**config.mk**
```make
export PLATFORM = sky130hd
export DESIGN_NAME = abd_decoder
export DESIGN_NICKNAME = d
export VERILOG_FILES = /design/src/abd_pkg.sv /design/src/abd_decoder.sv
export SDC_FILE = /design/constraint.sdc
export NUM_CORES = 1
export LEC_CHECK = 0
export ABC_AREA = 1
export BUFFER_PORTS_ARGS = -buffer_cell sky130_fd_sc_hd__clkbuf_2
export CAP_MARGIN = 20
export CORE_ASPECT_RATIO = 0.7
export CORE_UTILIZATION = 46
export DETAILED_ROUTE_END_ITERATION = 10
export GPL_TIMING_DRIVEN = 0
export PLACE_DENSITY_LB_ADDON = 0.3
export SYNTH_ARGS = -nofsm -noshare
export SYNTH_HDL_FRONTEND = slang
export SYNTH_SLANG_ARGS = --single-unit
```
**constraint.sdc**
```tcl
create_clock -name clk -period 4.2 [get_ports clk]
set_clock_uncertainty 0.15 [all_clocks]
set_input_delay 0.84 -clock clk [delete_from_list [all_inputs] [get_ports clk]]
set_output_delay 0.84 -clock clk [all_outputs]
set_load 0.01 [all_outputs]
```
**src/abd_pkg.sv**
```systemverilog
/*
  Constants, types and state layout for the opcode decoder of the
  arithmetic, logic and boolean instruction groups.
  Assumes one clock domain; opcode bytes arrive from program memory.
*/
// How it works
// - Add register: 28-2F, one byte, one cycle
// - Add direct byte 25: two bytes, two cycles
// - Add indirect 26-27, pointer by bit zero
// - Add immediate 24: two bytes, two cycles
// - Add register with carry 38-3F, single cycle
// - Add immediate with carry 34: two cycles
// - Subtract register with borrow 98-9F, single cycle
// - Subtract immediate with borrow 94, two cycles
// - 52: AND accumulator into direct, three cycles
// - 53: AND immediate into direct, three bytes
// - OR register into accumulator 48-4F, single cycle
// - 62: XOR accumulator into direct, three cycles
// - 63: XOR immediate into direct, three bytes
// - C4: swap accumulator nibbles, single cycle
// - 33: rotate accumulator and carry left
// - 13: rotate accumulator and carry right
// - 82: AND addressed bit into carry
// - B0: AND inverted bit into carry
// - 72/A0: OR bit or inverse into carry
// - A2: copy addressed bit into carry
// - 92: copy carry to bit, three cycles
package abd_pkg;

  localparam logic [3:0] HI_ADD                  = 4'h2;
  localparam logic [3:0] HI_ADD_WITH_CARRY       = 4'h3;
  localparam logic [3:0] HI_SUBTRACT_WITH_BORROW = 4'h9;
  localparam logic [3:0] HI_LOGICAL_OR           = 4'h4;
  localparam logic [3:0] HI_LOGICAL_AND          = 4'h5;
  localparam logic [3:0] HI_LOGICAL_XOR          = 4'h6;
  localparam logic [3:0] LO_DIR_ACC              = 4'h2;
  localparam logic [3:0] LO_DIR_IMM              = 4'h3;
  localparam logic [3:0] LO_IMM                  = 4'h4;
  localparam logic [3:0] LO_DIR                  = 4'h5;
  localparam logic [2:0] LO_IND                  = 3'h3;

  localparam logic [7:0] OPC_SWAP_NIBBLES       = 8'hC4;
  localparam logic [7:0] OPC_ROTATE_LEFT_CARRY  = 8'h33;
  localparam logic [7:0] OPC_ROTATE_RIGHT_CARRY = 8'h13;
  localparam logic [7:0] OPC_CARRY_AND_BIT      = 8'h82;
  localparam logic [7:0] OPC_CARRY_AND_NBIT     = 8'hB0;
  localparam logic [7:0] OPC_CARRY_OR_BIT       = 8'h72;
  localparam logic [7:0] OPC_CARRY_OR_NBIT      = 8'hA0;
  localparam logic [7:0] OPC_BIT_TO_CARRY       = 8'hA2;
  localparam logic [7:0] OPC_CARRY_TO_BIT       = 8'h92;

  localparam logic [1:0] LEN_ONE   = 2'h1;
  localparam logic [1:0] LEN_TWO   = 2'h2;
  localparam logic [1:0] LEN_THREE = 2'h3;
  localparam logic [1:0] CYC_ONE   = 2'h1;
  localparam logic [1:0] CYC_TWO   = 2'h2;
  localparam logic [1:0] CYC_THREE = 2'h3;

  typedef enum logic { S_IDLE = 1'b0, S_WAIT = 1'b1 } abd_state_e;

  typedef enum logic [3:0] {
    OP_NONE = 4'b0000, OP_ADD = 4'b0001, OP_ADD_WITH_CARRY = 4'b0010,
    OP_SUBTRACT_WITH_BORROW = 4'b0011, OP_LOGICAL_AND = 4'b0100,
    OP_LOGICAL_OR = 4'b0101, OP_LOGICAL_XOR = 4'b0110,
    OP_SWAP_NIBBLES = 4'b0111, OP_ROTATE_LEFT_CARRY = 4'b1000,
    OP_ROTATE_RIGHT_CARRY = 4'b1001, OP_CARRY_AND_BIT = 4'b1010,
    OP_CARRY_AND_NBIT = 4'b1011, OP_CARRY_OR_BIT = 4'b1100,
    OP_CARRY_OR_NBIT = 4'b1101, OP_BIT_TO_CARRY = 4'b1110,
    OP_CARRY_TO_BIT = 4'b1111
  } abd_op_e;

  typedef enum logic [2:0] {
    SRC_NONE = 3'b000, SRC_REG = 3'b001, SRC_DIRECT = 3'b010,
    SRC_INDIRECT = 3'b011, SRC_IMM = 3'b100, SRC_BIT = 3'b101,
    SRC_CARRY = 3'b110, SRC_ACC = 3'b111
  } abd_src_e;

  typedef enum logic [2:0] {
    DST_NONE = 3'b000, DST_ACC = 3'b001, DST_DIRECT = 3'b010,
    DST_CARRY = 3'b011, DST_BIT = 3'b100
  } abd_dst_e;

  typedef struct packed { logic cy; logic ac; logic ov; } abd_flags_s;

  localparam abd_flags_s FLAGS_ARITH = 3'h7;
  localparam abd_flags_s FLAGS_CY    = 3'h4;

  typedef struct packed {
    abd_op_e op; abd_src_e src; abd_dst_e dst; logic [2:0] regIdx;
    logic ptrSel; logic [1:0] len; logic [1:0] cyc; logic legal;
  } abd_dec_s;

  typedef struct packed {
    logic [7:0] value; logic bitVal; abd_flags_s flags;
    abd_flags_s flagsWe; logic accWe; logic dirWe; logic bitWe;
  } abd_res_s;

  typedef struct packed {
    abd_state_e state; abd_dec_s dec; logic [1:0] bytesLeft;
    logic [1:0] cnt; logic [7:0] b2; logic [7:0] b3;
    logic codeReady; logic done; abd_res_s res;
  } abd_st_s;

endpackage

```
**src/abd_decoder.sv**
```systemverilog
/*
  Opcode decoder and sequencer for the arithmetic, logic and boolean
  groups: takes opcode and operand bytes, counts execution cycles and
  returns the result, flag updates and write strobes.
  Assumes program memory and datapath share clk; the datapath presents
  the operand selected by decOut/addrOut from the cycle after the take.
*/
`timescale 1ns/1ps
`default_nettype none

module abd_decoder
  import abd_pkg::*;
(
  input  wire logic       clk,
  input  wire logic       arst_n,
  input  wire logic       codeValid,
  input  wire logic [7:0] codeByte,
  output logic            codeReady,
  input  wire logic [7:0] accIn,
  input  wire logic [7:0] opndIn,
  input  wire logic       bitIn,
  input  wire abd_flags_s flagsIn,
  output abd_dec_s        decOut,
  output logic [7:0]      addrOut,
  output logic            busy,
  output logic            done,
  output abd_res_s        resOut
);

  ////////////////////////////////////////////////////////////////////
  function automatic abd_dec_s abdDecode(input logic [7:0] opc);
    abd_dec_s   d;
    logic [3:0] hi;
    logic [3:0] lo;
    logic       isLogic;
    d        = '0;
    hi       = opc[7:4];
    lo       = opc[3:0];
    isLogic  = 1'b0;
    d.op     = OP_NONE;
    d.src    = SRC_NONE;
    d.dst    = DST_ACC;
    d.regIdx = opc[2:0];
    d.ptrSel = opc[0];
    d.len    = LEN_TWO;
    d.cyc    = CYC_TWO;
    d.legal  = 1'b1;
    if (opc == OPC_SWAP_NIBBLES) begin
      d.op = OP_SWAP_NIBBLES;
      d.len = LEN_ONE;
      d.cyc = CYC_ONE;
    end else if (opc == OPC_ROTATE_LEFT_CARRY) begin
      d.op = OP_ROTATE_LEFT_CARRY;
      d.len = LEN_ONE;
      d.cyc = CYC_ONE;
    end else if (opc == OPC_ROTATE_RIGHT_CARRY) begin
      d.op = OP_ROTATE_RIGHT_CARRY;
      d.len = LEN_ONE;
      d.cyc = CYC_ONE;
    end else if (opc == OPC_CARRY_AND_BIT) begin
      d.op = OP_CARRY_AND_BIT;
    end else if (opc == OPC_CARRY_AND_NBIT) begin
      d.op = OP_CARRY_AND_NBIT;
    end else if (opc == OPC_CARRY_OR_BIT) begin
      d.op = OP_CARRY_OR_BIT;
    end else if (opc == OPC_CARRY_OR_NBIT) begin
      d.op = OP_CARRY_OR_NBIT;
    end else if (opc == OPC_BIT_TO_CARRY) begin
      d.op = OP_BIT_TO_CARRY;
    end else if (opc == OPC_CARRY_TO_BIT) begin
      d.op = OP_CARRY_TO_BIT;
      d.cyc = CYC_THREE;
    end else begin
      case (hi)
        HI_ADD:                  d.op = OP_ADD;
        HI_ADD_WITH_CARRY:       d.op = OP_ADD_WITH_CARRY;
        HI_SUBTRACT_WITH_BORROW: d.op = OP_SUBTRACT_WITH_BORROW;
        HI_LOGICAL_AND:          d.op = OP_LOGICAL_AND;
        HI_LOGICAL_OR:           d.op = OP_LOGICAL_OR;
        HI_LOGICAL_XOR:          d.op = OP_LOGICAL_XOR;
        default:                 d.legal = 1'b0;
      endcase
      isLogic = (hi == HI_LOGICAL_AND) || (hi == HI_LOGICAL_OR) ||
                (hi == HI_LOGICAL_XOR);
      if (lo[3]) begin
        d.src = SRC_REG;
        d.len = LEN_ONE;
        d.cyc = CYC_ONE;
      end else if (lo[3:1] == LO_IND) begin
        d.src = SRC_INDIRECT;
        d.len = LEN_ONE;
      end else if (lo == LO_IMM) begin
        d.src = SRC_IMM;
      end else if (lo == LO_DIR) begin
        d.src = SRC_DIRECT;
      end else if (isLogic && lo == LO_DIR_ACC) begin
        d.src = SRC_ACC;
        d.dst = DST_DIRECT;
        d.cyc = CYC_THREE;
      end else if (isLogic && lo == LO_DIR_IMM) begin
        d.src = SRC_IMM;
        d.dst = DST_DIRECT;
        d.len = LEN_THREE;
        d.cyc = CYC_THREE;
      end else begin
        d.legal = 1'b0;
      end
    end
    if (d.op >= OP_CARRY_AND_BIT) begin
      d.src = (d.op == OP_CARRY_TO_BIT) ? SRC_CARRY : SRC_BIT;
      d.dst = (d.op == OP_CARRY_TO_BIT) ? DST_BIT : DST_CARRY;
    end
    // Unknown codes retire as one-byte no-ops with no write strobes
    if (!d.legal) begin
      d.op  = OP_NONE;
      d.src = SRC_NONE;
      d.dst = DST_NONE;
      d.len = LEN_ONE;
      d.cyc = CYC_ONE;
    end
    return d;
  endfunction

  ////////////////////////////////////////////////////////////////////
  function automatic abd_res_s abdExec(
    input abd_dec_s   d,
    input logic [7:0] acc,
    input logic [7:0] opnd,
    input logic [7:0] imm,
    input abd_flags_s f,
    input logic       bitv
  );
    abd_res_s   r;
    logic [7:0] x;
    logic [7:0] y;
    logic [8:0] wide;
    logic [4:0] nib;
    logic       cin;
    r       = '0;
    r.flags = f;
    x       = (d.dst == DST_DIRECT) ? opnd : acc;
    y       = (d.src == SRC_IMM) ? imm : (d.src == SRC_ACC) ? acc : opnd;
    cin     = (d.op == OP_ADD) ? 1'b0 : f.cy;
    wide    = {1'b0, x} + {1'b0, y} + {8'h00, cin};
    nib     = {1'b0, x[3:0]} + {1'b0, y[3:0]} + {4'h0, cin};
    case (d.op)
      OP_ADD, OP_ADD_WITH_CARRY: begin
        r.value   = wide[7:0];
        r.flags   = '{cy: wide[8], ac: nib[4],
                      ov: (x[7] == y[7]) && (wide[7] != x[7])};
        r.flagsWe = FLAGS_ARITH;
        r.accWe   = 1'b1;
      end
      OP_SUBTRACT_WITH_BORROW: begin
        wide      = {1'b0, x} - {1'b0, y} - {8'h00, cin};
        nib       = {1'b0, x[3:0]} - {1'b0, y[3:0]} - {4'h0, cin};
        r.value   = wide[7:0];
        r.flags   = '{cy: wide[8], ac: nib[4],
                      ov: (x[7] != y[7]) && (wide[7] != x[7])};
        r.flagsWe = FLAGS_ARITH;
        r.accWe   = 1'b1;
      end
      // Logic results leave every flag alone
      OP_LOGICAL_AND, OP_LOGICAL_OR, OP_LOGICAL_XOR: begin
        r.value = (d.op == OP_LOGICAL_AND) ? (x & y) :
                  (d.op == OP_LOGICAL_OR)  ? (x | y) : (x ^ y);
        r.accWe = (d.dst == DST_ACC);
        r.dirWe = (d.dst == DST_DIRECT);
      end
      OP_SWAP_NIBBLES: begin
        r.value = {acc[3:0], acc[7:4]};
        r.accWe = 1'b1;
      end
      OP_ROTATE_LEFT_CARRY: begin
        r.value    = {acc[6:0], f.cy};
        r.flags.cy = acc[7];
        r.flagsWe  = FLAGS_CY;
        r.accWe    = 1'b1;
      end
      OP_ROTATE_RIGHT_CARRY: begin
        r.value    = {f.cy, acc[7:1]};
        r.flags.cy = acc[0];
        r.flagsWe  = FLAGS_CY;
        r.accWe    = 1'b1;
      end
      OP_CARRY_AND_BIT, OP_CARRY_AND_NBIT, OP_CARRY_OR_BIT,
      OP_CARRY_OR_NBIT, OP_BIT_TO_CARRY: begin
        case (d.op)
          OP_CARRY_AND_BIT:  r.flags.cy = f.cy & bitv;
          OP_CARRY_AND_NBIT: r.flags.cy = f.cy & ~bitv;
          OP_CARRY_OR_BIT:   r.flags.cy = f.cy | bitv;
          OP_CARRY_OR_NBIT:  r.flags.cy = f.cy | ~bitv;
          default:           r.flags.cy = bitv;
        endcase
        r.flagsWe = FLAGS_CY;
      end
      OP_CARRY_TO_BIT: begin
        r.bitVal = f.cy;
        r.bitWe  = 1'b1;
      end
      default: r = r;
    endcase
    return r;
  endfunction

  ////////////////////////////////////////////////////////////////////
  abd_st_s  st_reg;
  abd_st_s  st_next;
  abd_dec_s newDec;
  logic     completing;
  logic     takeOpcode;
  logic     takeByte;
  logic [7:0] immByte;

  assign newDec     = abdDecode(codeByte);
  assign completing = (st_reg.state == S_WAIT) &&
                      (st_reg.bytesLeft == '0) && (st_reg.cnt == '0);
  // A new opcode may enter in the same cycle the previous one retires
  assign takeOpcode = codeValid && st_reg.codeReady &&
                      ((st_reg.state == S_IDLE) || completing);
  assign takeByte   = codeValid && st_reg.codeReady &&
                      (st_reg.state == S_WAIT) && (st_reg.bytesLeft != '0);
  assign immByte    = (st_reg.dec.len == LEN_THREE) ? st_reg.b3 : st_reg.b2;

  always_comb begin
    st_next               = st_reg;
    st_next.done          = 1'b0;
    st_next.res.flagsWe   = '0;
    st_next.res.accWe     = 1'b0;
    st_next.res.dirWe     = 1'b0;
    st_next.res.bitWe     = 1'b0;
    if (st_reg.state == S_WAIT) begin
      if (takeByte) begin
        if (st_reg.bytesLeft == st_reg.dec.len - LEN_ONE) begin
          st_next.b2 = codeByte;
        end else begin
          st_next.b3 = codeByte;
        end
        st_next.bytesLeft = st_reg.bytesLeft - LEN_ONE;
      end
      if (st_reg.cnt != '0) begin
        st_next.cnt = st_reg.cnt - CYC_ONE;
      end
      if (completing) begin
        st_next.res   = abdExec(st_reg.dec, accIn, opndIn, immByte,
                                flagsIn, bitIn);
        st_next.done  = 1'b1;
        st_next.state = S_IDLE;
      end
    end
    if (takeOpcode) begin
      st_next.state     = S_WAIT;
      st_next.dec       = newDec;
      st_next.bytesLeft = newDec.len - LEN_ONE;
      st_next.cnt       = newDec.cyc - CYC_ONE;
    end
    // Ready only when the next cycle can use a byte
    st_next.codeReady = (st_next.state == S_IDLE) ||
                        (st_next.bytesLeft != '0) || (st_next.cnt == '0);
  end

  always_ff @(posedge clk or negedge arst_n) begin
    if (!arst_n) begin
      st_reg <= '0;
    end else begin
      st_reg <= st_next;
    end
  end

  assign codeReady = st_reg.codeReady;
  assign decOut    = st_reg.dec;
  assign addrOut   = st_reg.b2;
  assign busy      = (st_reg.state == S_WAIT);
  assign done      = st_reg.done;
  assign resOut    = st_reg.res;

  ////////////////////////////////////////////////////////////////////
  chk_add_reg_decode: assert property (
    @(posedge clk) disable iff (!arst_n)
    takeOpcode && codeByte[7:3] == 5'h05 |=>
      decOut.op == OP_ADD && decOut.src == SRC_REG &&
      decOut.len == LEN_ONE && decOut.regIdx == $past(codeByte[2:0]))
    else $error("add register opcode decoded wrongly");

  chk_one_cycle_done: assert property (
    @(posedge clk) disable iff (!arst_n)
    takeOpcode && newDec.cyc == CYC_ONE |-> ##2 done)
    else $error("single cycle instruction did not retire in time");

  chk_direct_two_cyc: assert property (
    @(posedge clk) disable iff (!arst_n)
    takeOpcode && codeByte == 8'h25 ##1 codeValid |=> !done ##1 done)
    else $error("direct add did not take two cycles");

  chk_rmw_three_cyc: assert property (
    @(posedge clk) disable iff (!arst_n)
    takeOpcode && (codeByte == 8'h52 || codeByte == 8'h62) ##1 codeValid
      |=> !done ##1 !done ##1 done && resOut.dirWe && !resOut.accWe)
    else $error("direct logic write timing wrong");

  chk_indirect_ptr: assert property (
    @(posedge clk) disable iff (!arst_n)
    takeOpcode && codeByte[7:1] == 7'h13 |=>
      decOut.src == SRC_INDIRECT && decOut.ptrSel == $past(codeByte[0])
      && decOut.cyc == CYC_TWO)
    else $error("indirect pointer select wrong");

  chk_arith_flags: assert property (
    @(posedge clk) disable iff (!arst_n)
    completing && decOut.op inside {OP_ADD, OP_ADD_WITH_CARRY,
      OP_SUBTRACT_WITH_BORROW} |=> resOut.flagsWe == FLAGS_ARITH)
    else $error("arithmetic did not update flags");

  chk_logic_flags: assert property (
    @(posedge clk) disable iff (!arst_n)
    completing && decOut.op inside {OP_LOGICAL_AND, OP_LOGICAL_OR,
      OP_LOGICAL_XOR, OP_SWAP_NIBBLES} |=> resOut.flagsWe == '0)
    else $error("logic operation touched flags");

  chk_swap_value: assert property (
    @(posedge clk) disable iff (!arst_n)
    completing && decOut.op == OP_SWAP_NIBBLES |=>
      resOut.value == {$past(accIn[3:0]), $past(accIn[7:4])})
    else $error("nibble swap result wrong");

  chk_rotate_left: assert property (
    @(posedge clk) disable iff (!arst_n)
    completing && decOut.op == OP_ROTATE_LEFT_CARRY |=>
      {resOut.flags.cy, resOut.value} ==
      {$past(accIn), $past(flagsIn.cy)})
    else $error("rotate through carry wrong");

  chk_subtract_reg: assert property (
    @(posedge clk) disable iff (!arst_n)
    completing && decOut.op == OP_SUBTRACT_WITH_BORROW &&
      decOut.src == SRC_REG |=> resOut.value == 8'($past(accIn) -
      $past(opndIn) - {7'h00, $past(flagsIn.cy)}))
    else $error("subtract with borrow result wrong");

  chk_carry_to_bit: assert property (
    @(posedge clk) disable iff (!arst_n)
    completing && decOut.op == OP_CARRY_TO_BIT |=>
      resOut.bitWe && resOut.bitVal == $past(flagsIn.cy))
    else $error("carry to bit copy wrong");

endmodule

`default_nettype wire

```
# --- Word-level counts from Yosys, hierarchy flattened ---
# Cells that the tools add are included.
word_totals:
  ff_bits: 60
  latch_bits: 0
  ram_bits: 0
  mem_bits_ro: 0
  in_bits: 31
  out_inout_bits: 48
  elab_cells: 249
  n_memories: 0
classes:
  addsub: 13
  multipliers: 0
  div_mod_pow: 0
  n_lt_le_gt_ge: 1
  eq_ne: 46
  n_shift: 0
  mux: 121
  n_bitwise: 11
  reduce_logical: 31
op_table:
  columns: ["operator", "n"]
  rows:
  - ["$mux 4", 28]
  - ["$mux 5", 18]
  - ["$mux 6", 12]
  - ["$mux 8", 8]
  - ["$eq 8x8->1 const B", 6]
  - ["$pmux 8 s6", 1]
  - ["$eq 4x4->1 const B", 10]
  - ["$mux 19", 2]
  - ["$eq 4x3->1 const B", 9]
  - ["$mux 3", 11]
  - ["$eq 4x2->1 const B", 6]
  - ["$mux 24", 1]
  - ["$mux 1", 23]
  - ["$mux 20", 1]
  - ["$pmux 3 s6", 1]
  - ["$mux 16", 1]
  - ["$mux 2", 8]
  - ["$reduce_or 6->1", 2]
  - ["$logic_and 1x1->1", 10]
  - ["$mux 10", 1]
  - ["$sub 2x1->2 const B", 5]
  - ["$add 8x8->9", 1]
  - ["$add 9x1->9", 1]
  - ["$sub 8x8->9", 1]
  - ["37 further kinds", 56]

# --- Longest topological paths before layout ---
logic_depth:
  ltp_word: 50
  depth_mapped: 21
  mapped_depth_nobuf: 20

# --- Worst setup path after synthesis ---
# No wires, ideal clock.
synth_timing:
  path_type: "input port to flip-flop"
  startpoint: "in opndIn[0]"
  endpoint: "reg st_reg, in the netlist resOut[16]"
  setup_ps: 117
  t_arrival_ps: 2836
  required_time_ps: 3933
  setup_slack_ps: 1097
  path_stages: 17
  path_buffers: 0
  cell_sequence: "inv_1 > o211ai_1 > o21ai_0 > fa_1 > fa_1 > inv_1 > nand2_1 > nand2_1 > nand2_1 > nand2_1 > a21oi_1 > nor2_1 > nand2_1 > nand3_1 > nand3_1 > nand2_1 > nand2_1"
synth_between:
  elab_chain_cells: 5
  elab_cells_between_ends: 8
  classes_between: "4 x add/sub; 4 x mux"
synth_lines:
  columns: ["item", "line", "source"]
  rows:
  - ["start, declared", "abd_decoder.sv:20", "input wire logic [7:0] opndIn,"]
  - ["$mux 8 (2 in a row)", "abd_decoder.sv:142", "y = (d.src == SRC_IMM) ? imm : (d.src == SRC_ACC) ? acc : opnd;"]
  - ["$sub 8x8->9 / $add 8x8->9 (equally long branches)", "abd_decoder.sv:155, abd_decoder.sv:144", null]
  - ["$sub 9x1->9 / $add 9x1->9 (equally long branches)", "abd_decoder.sv:155, abd_decoder.sv:144", null]
  - ["$pmux 8 s6 (*)", "abd_decoder.sv:146", "case (d.op)"]
  - ["end signal, assigned", "abd_decoder.sv:266", "st_reg <= st_next;"]
  - ["end, declared", "abd_decoder.sv:207", "abd_st_s st_reg;"]
# Mark *: on every way between the ends. The rest lies on a longest branch, timed or not.
# A chain may end at the register's enable or synchronous reset.

# --- Worst setup path in the final report ---
layout_timing:
  startpoint: "reg st_reg, in the netlist decOut[9]"
  endpoint: "reg st_reg, in the netlist resOut[7]"
layout_between:
  elab_chain_cells: 5
  elab_cells_between_ends: 7
  classes_between: "4 x add/sub; 1 x eq/ne; 2 x mux"
layout_lines:
  columns: ["item", "line", "source"]
  rows:
  - ["$eq 3x2->1 (*)", "abd_decoder.sv:141", "x = (d.dst == DST_DIRECT) ? opnd : acc;"]
  - ["$mux 8 (*)", "abd_decoder.sv:141", null]
  - ["$sub 4x4->5 / $add 4x4->5 (equally long branches)", "abd_decoder.sv:156, abd_decoder.sv:145", null]
  - ["$sub 5x1->5 / $add 5x1->5 (equally long branches)", "abd_decoder.sv:156, abd_decoder.sv:145", null]
  - ["$pmux 2 s2 (*)", "abd_decoder.sv:146", null]
# Marks and branches as above.

==> flow_summary.toml <==
[place]
placement.io_buffers = 78
placed_cells = 947
gp_congestion = 0.9724
dp_slack_ns = 0.1848
hpwl_mm = 12.74
place_area_sq_mm = 0.005617

[sta]
fin_setup_tns_ns = 0
slew_headroom_pct = 44.60
finalSetupViolCount = 0
finalWorstSetupSlack_ns = 0.3219
max_freq_mhz = 257.9
worst_pin_slew_ns = 0.8310
post-route-period-util_pct = 92.34
whs_ns = 0.3312
hold_violations = 0
period_needed_ns = 3.878
slew_violations = 0
rsz0062_at_grt = "no"

[worst_setup_path]
critical_path_arrival_ns = 3.92
worst-setup-path-type = "reg2reg"
end_kind = "flop"
cp.required_ns = 4.24
path_max_fanout = 10
worstSetupStartpointType = "flop"

[die]
io_pins = 79
initial_utilization_pct = 47.93
rows = 31
coreArea_sq_mm = 0.01051
die_area_sq_mm = 0.01138
fp.dieH_um = 89.57
die_x_um = 127.1

[synth]
yosys_most_used_dff = "dfrtp_1"
synthSimpleGateAreaFrac_pct = 28.28
ys_ff_latch = 58
yosysTopAreaCell = "dfrtp_1"
synth_top_family_by_area = "simple AND/OR/NAND/NOR gates"
yosysWarnings = 0
yosysUniqueCellTypes = 45
postSynthCellCount = 721
syn_nets = 786
synth_xor_xnor_area_share_pct = 0.5215
yosysTopAreaCellShare_pct = 28.81
yosys.area_share.adder_pct = 9.039
synthTopCellsByArea = "dfrtp_1 (29%), nand2_1 (13%), ha_1 (7.4%)"
synth_compound_area_share_pct = 16.61
async_flop_share_pct = 100.0
synth_edf_count = 0
syn_area_per_cell_sq_um = 6.988
synthMuxAreaShare_pct = 0
syn-cell-area_sq_mm = 0.005039
seq_area_frac_synth_pct = 28.81

[cts]
cts_root_buffer = "clkbuf_16"
ctsLongestPathBuffers = 2
clock_sinks = 58
ctsHoldBuffers = 0
cts.reportedPaths.clkPinSlew_ns = 0.06
insertion_delay_ns = 0.33
cts.htree.levels = 3
numCtsBuffers = 9
cts_tree = "done"
post-cts-setup-buffers = 0
cts_resized = 0

[routing]
drc = 0
drt-total-wl_mm = 15.97
wire_per_inst_um = 16.60
first_pass_iters = 5
drtAntennaViolNets = 0
drt_iter0_markers = 480
routed_via_density = 5.346
vias = 5143

[pwr]
vdd_drop_max_uv = 360.2
p_leak_nw = 3.234
finalPower_mw = 3.428
p_per_area_mw_per_mm2 = 582.1

[global_route]
antenna_found_initial = 0
grt_usage_pct = 29.17
grt_pass1_wl_mm = 24.87
grt_max_degree = 59
grt_pass1_vias = 4700
grt_overflow_total = 0

[cells_and_area]
finalInstanceArea_sq_mm = 0.005889
nFillCells = 1052
fin_util_pct = 56.03
syn_to_final_growth_pct = 16.89
nNetsFinal = 875
num_antenna_cells = 0
final_cells = 962
layout-drive-gt1-share_pct = 24.08
largest_reg_flops = 18

[min_path]
holdCritPathClass = "reg2reg"

[status]
status = "finished clean"

[run]
drv_cap = 0
[synthesized netlist by cell type (9+ instances only)]
cell and count:
o211ai_1 14, nand3_1 43, nor2_1 40, dfrtp_1 58, o22ai_1 9, ha_1 30
a21oi_1 22, inv_1 96, nand2_1 181, o21ai_0 59, inv_2 16, buf_4 46
[cells by family after synthesis]
kind of cell | after synthesis
fa+ha+maj | 34
flops | 58
buf+inv | 174
xor+xnor | 3
simple gates | 311
compound gates | 141
[layout by cell type, fill, tap and decap left out, drive strengths merged, types with 3 or more instances in the layout]
cell     count
a21oi       24
a31oi        6
buf         54
clkbuf      96
dfrtp       58
fa           4
ha          30
inv        113
nand2      189
nand3       48
nand4        8
nor2        53
nor3        10
o2111ai      3
o211ai      14
o21a         3
o21ai       70
o221ai       4
o22ai        9
[area by class of cell]
| type | count | area [sq um] | area share [%] |
|---|---|---|---|
| tap | 148 | 185.2 | 3.144 |
| sequential | 58 | 1451 | 24.64 |
| buffer | 61 | 417.9 | 7.096 |
| clock inverter | 4 | 28.78 | 0.4886 |
| inverter | 113 | 426.7 | 7.245 |
| timing repair buffer | 78 | 392.9 | 6.671 |
| multi-input combinational | 489 | 2744 | 46.59 |
| clock buffer | 11 | 242.7 | 4.122 |
[path summary, 6_finish.rpt]
path	from	to	slack, ns	cells past startpoint
setup / recovery	decOut[9]$_DFFE_PN0P_	resOut[7]$_DFFE_PN0P_	0.32	17
setup reg to reg	decOut[9]$_DFFE_PN0P_	resOut[7]$_DFFE_PN0P_	0.32	17
hold / removal	resOut[16]$_DFFE_PN0P_	resOut[16]$_DFFE_PN0P_	0.33	2
max in group asynchronous	arst_n	decOut[8]$_DFFE_PN0P_	2.87	1
hold reg to reg	resOut[16]$_DFFE_PN0P_	resOut[16]$_DFFE_PN0P_	0.33	2
min in group asynchronous	arst_n	decOut[0]$_DFFE_PN0P_	0.47	1
[critical path: stages, from the launching register on]
cell	delay, ns
dfrtp_1	0.42
inv_1	0.12
nand3_1	0.25
clkbuf_1	0.33
nand2_1	0.11
o21ai_0	0.29
fa_1	0.53
fa_1	0.46
inv_1	0.07
nand2_1	0.07
nand2_1	0.09
nand2_1	0.12
inv_1	0.09
nand2_1	0.06
nand3_1	0.08
o21ai_0	0.21
a21oi_1	0.19
o21ai_0	0.10
[layer usage]
metal  track usage, %  up-vias  routed length, um
met3            8.019       15               1617
met5                0        -                  0
li1                 -     2474                  -
met2            41.26      231               6274
met4            6.818        0                155
met1            43.45     2423               7919
[power breakdown]
| group | internal [mW] | leakage (nW) | switching, mW | total [mW] |
|---|---|---|---|---|
| Clock | 0.412 | 0.128 | 0.274 | 0.686 |
| Combinational | 0.711 | 2.37 | 1.13 | 1.84 |
| Sequential | 0.765 | 0.738 | 0.140 | 0.904 |
No activity file was read; power rests on OpenSTA's default activity.
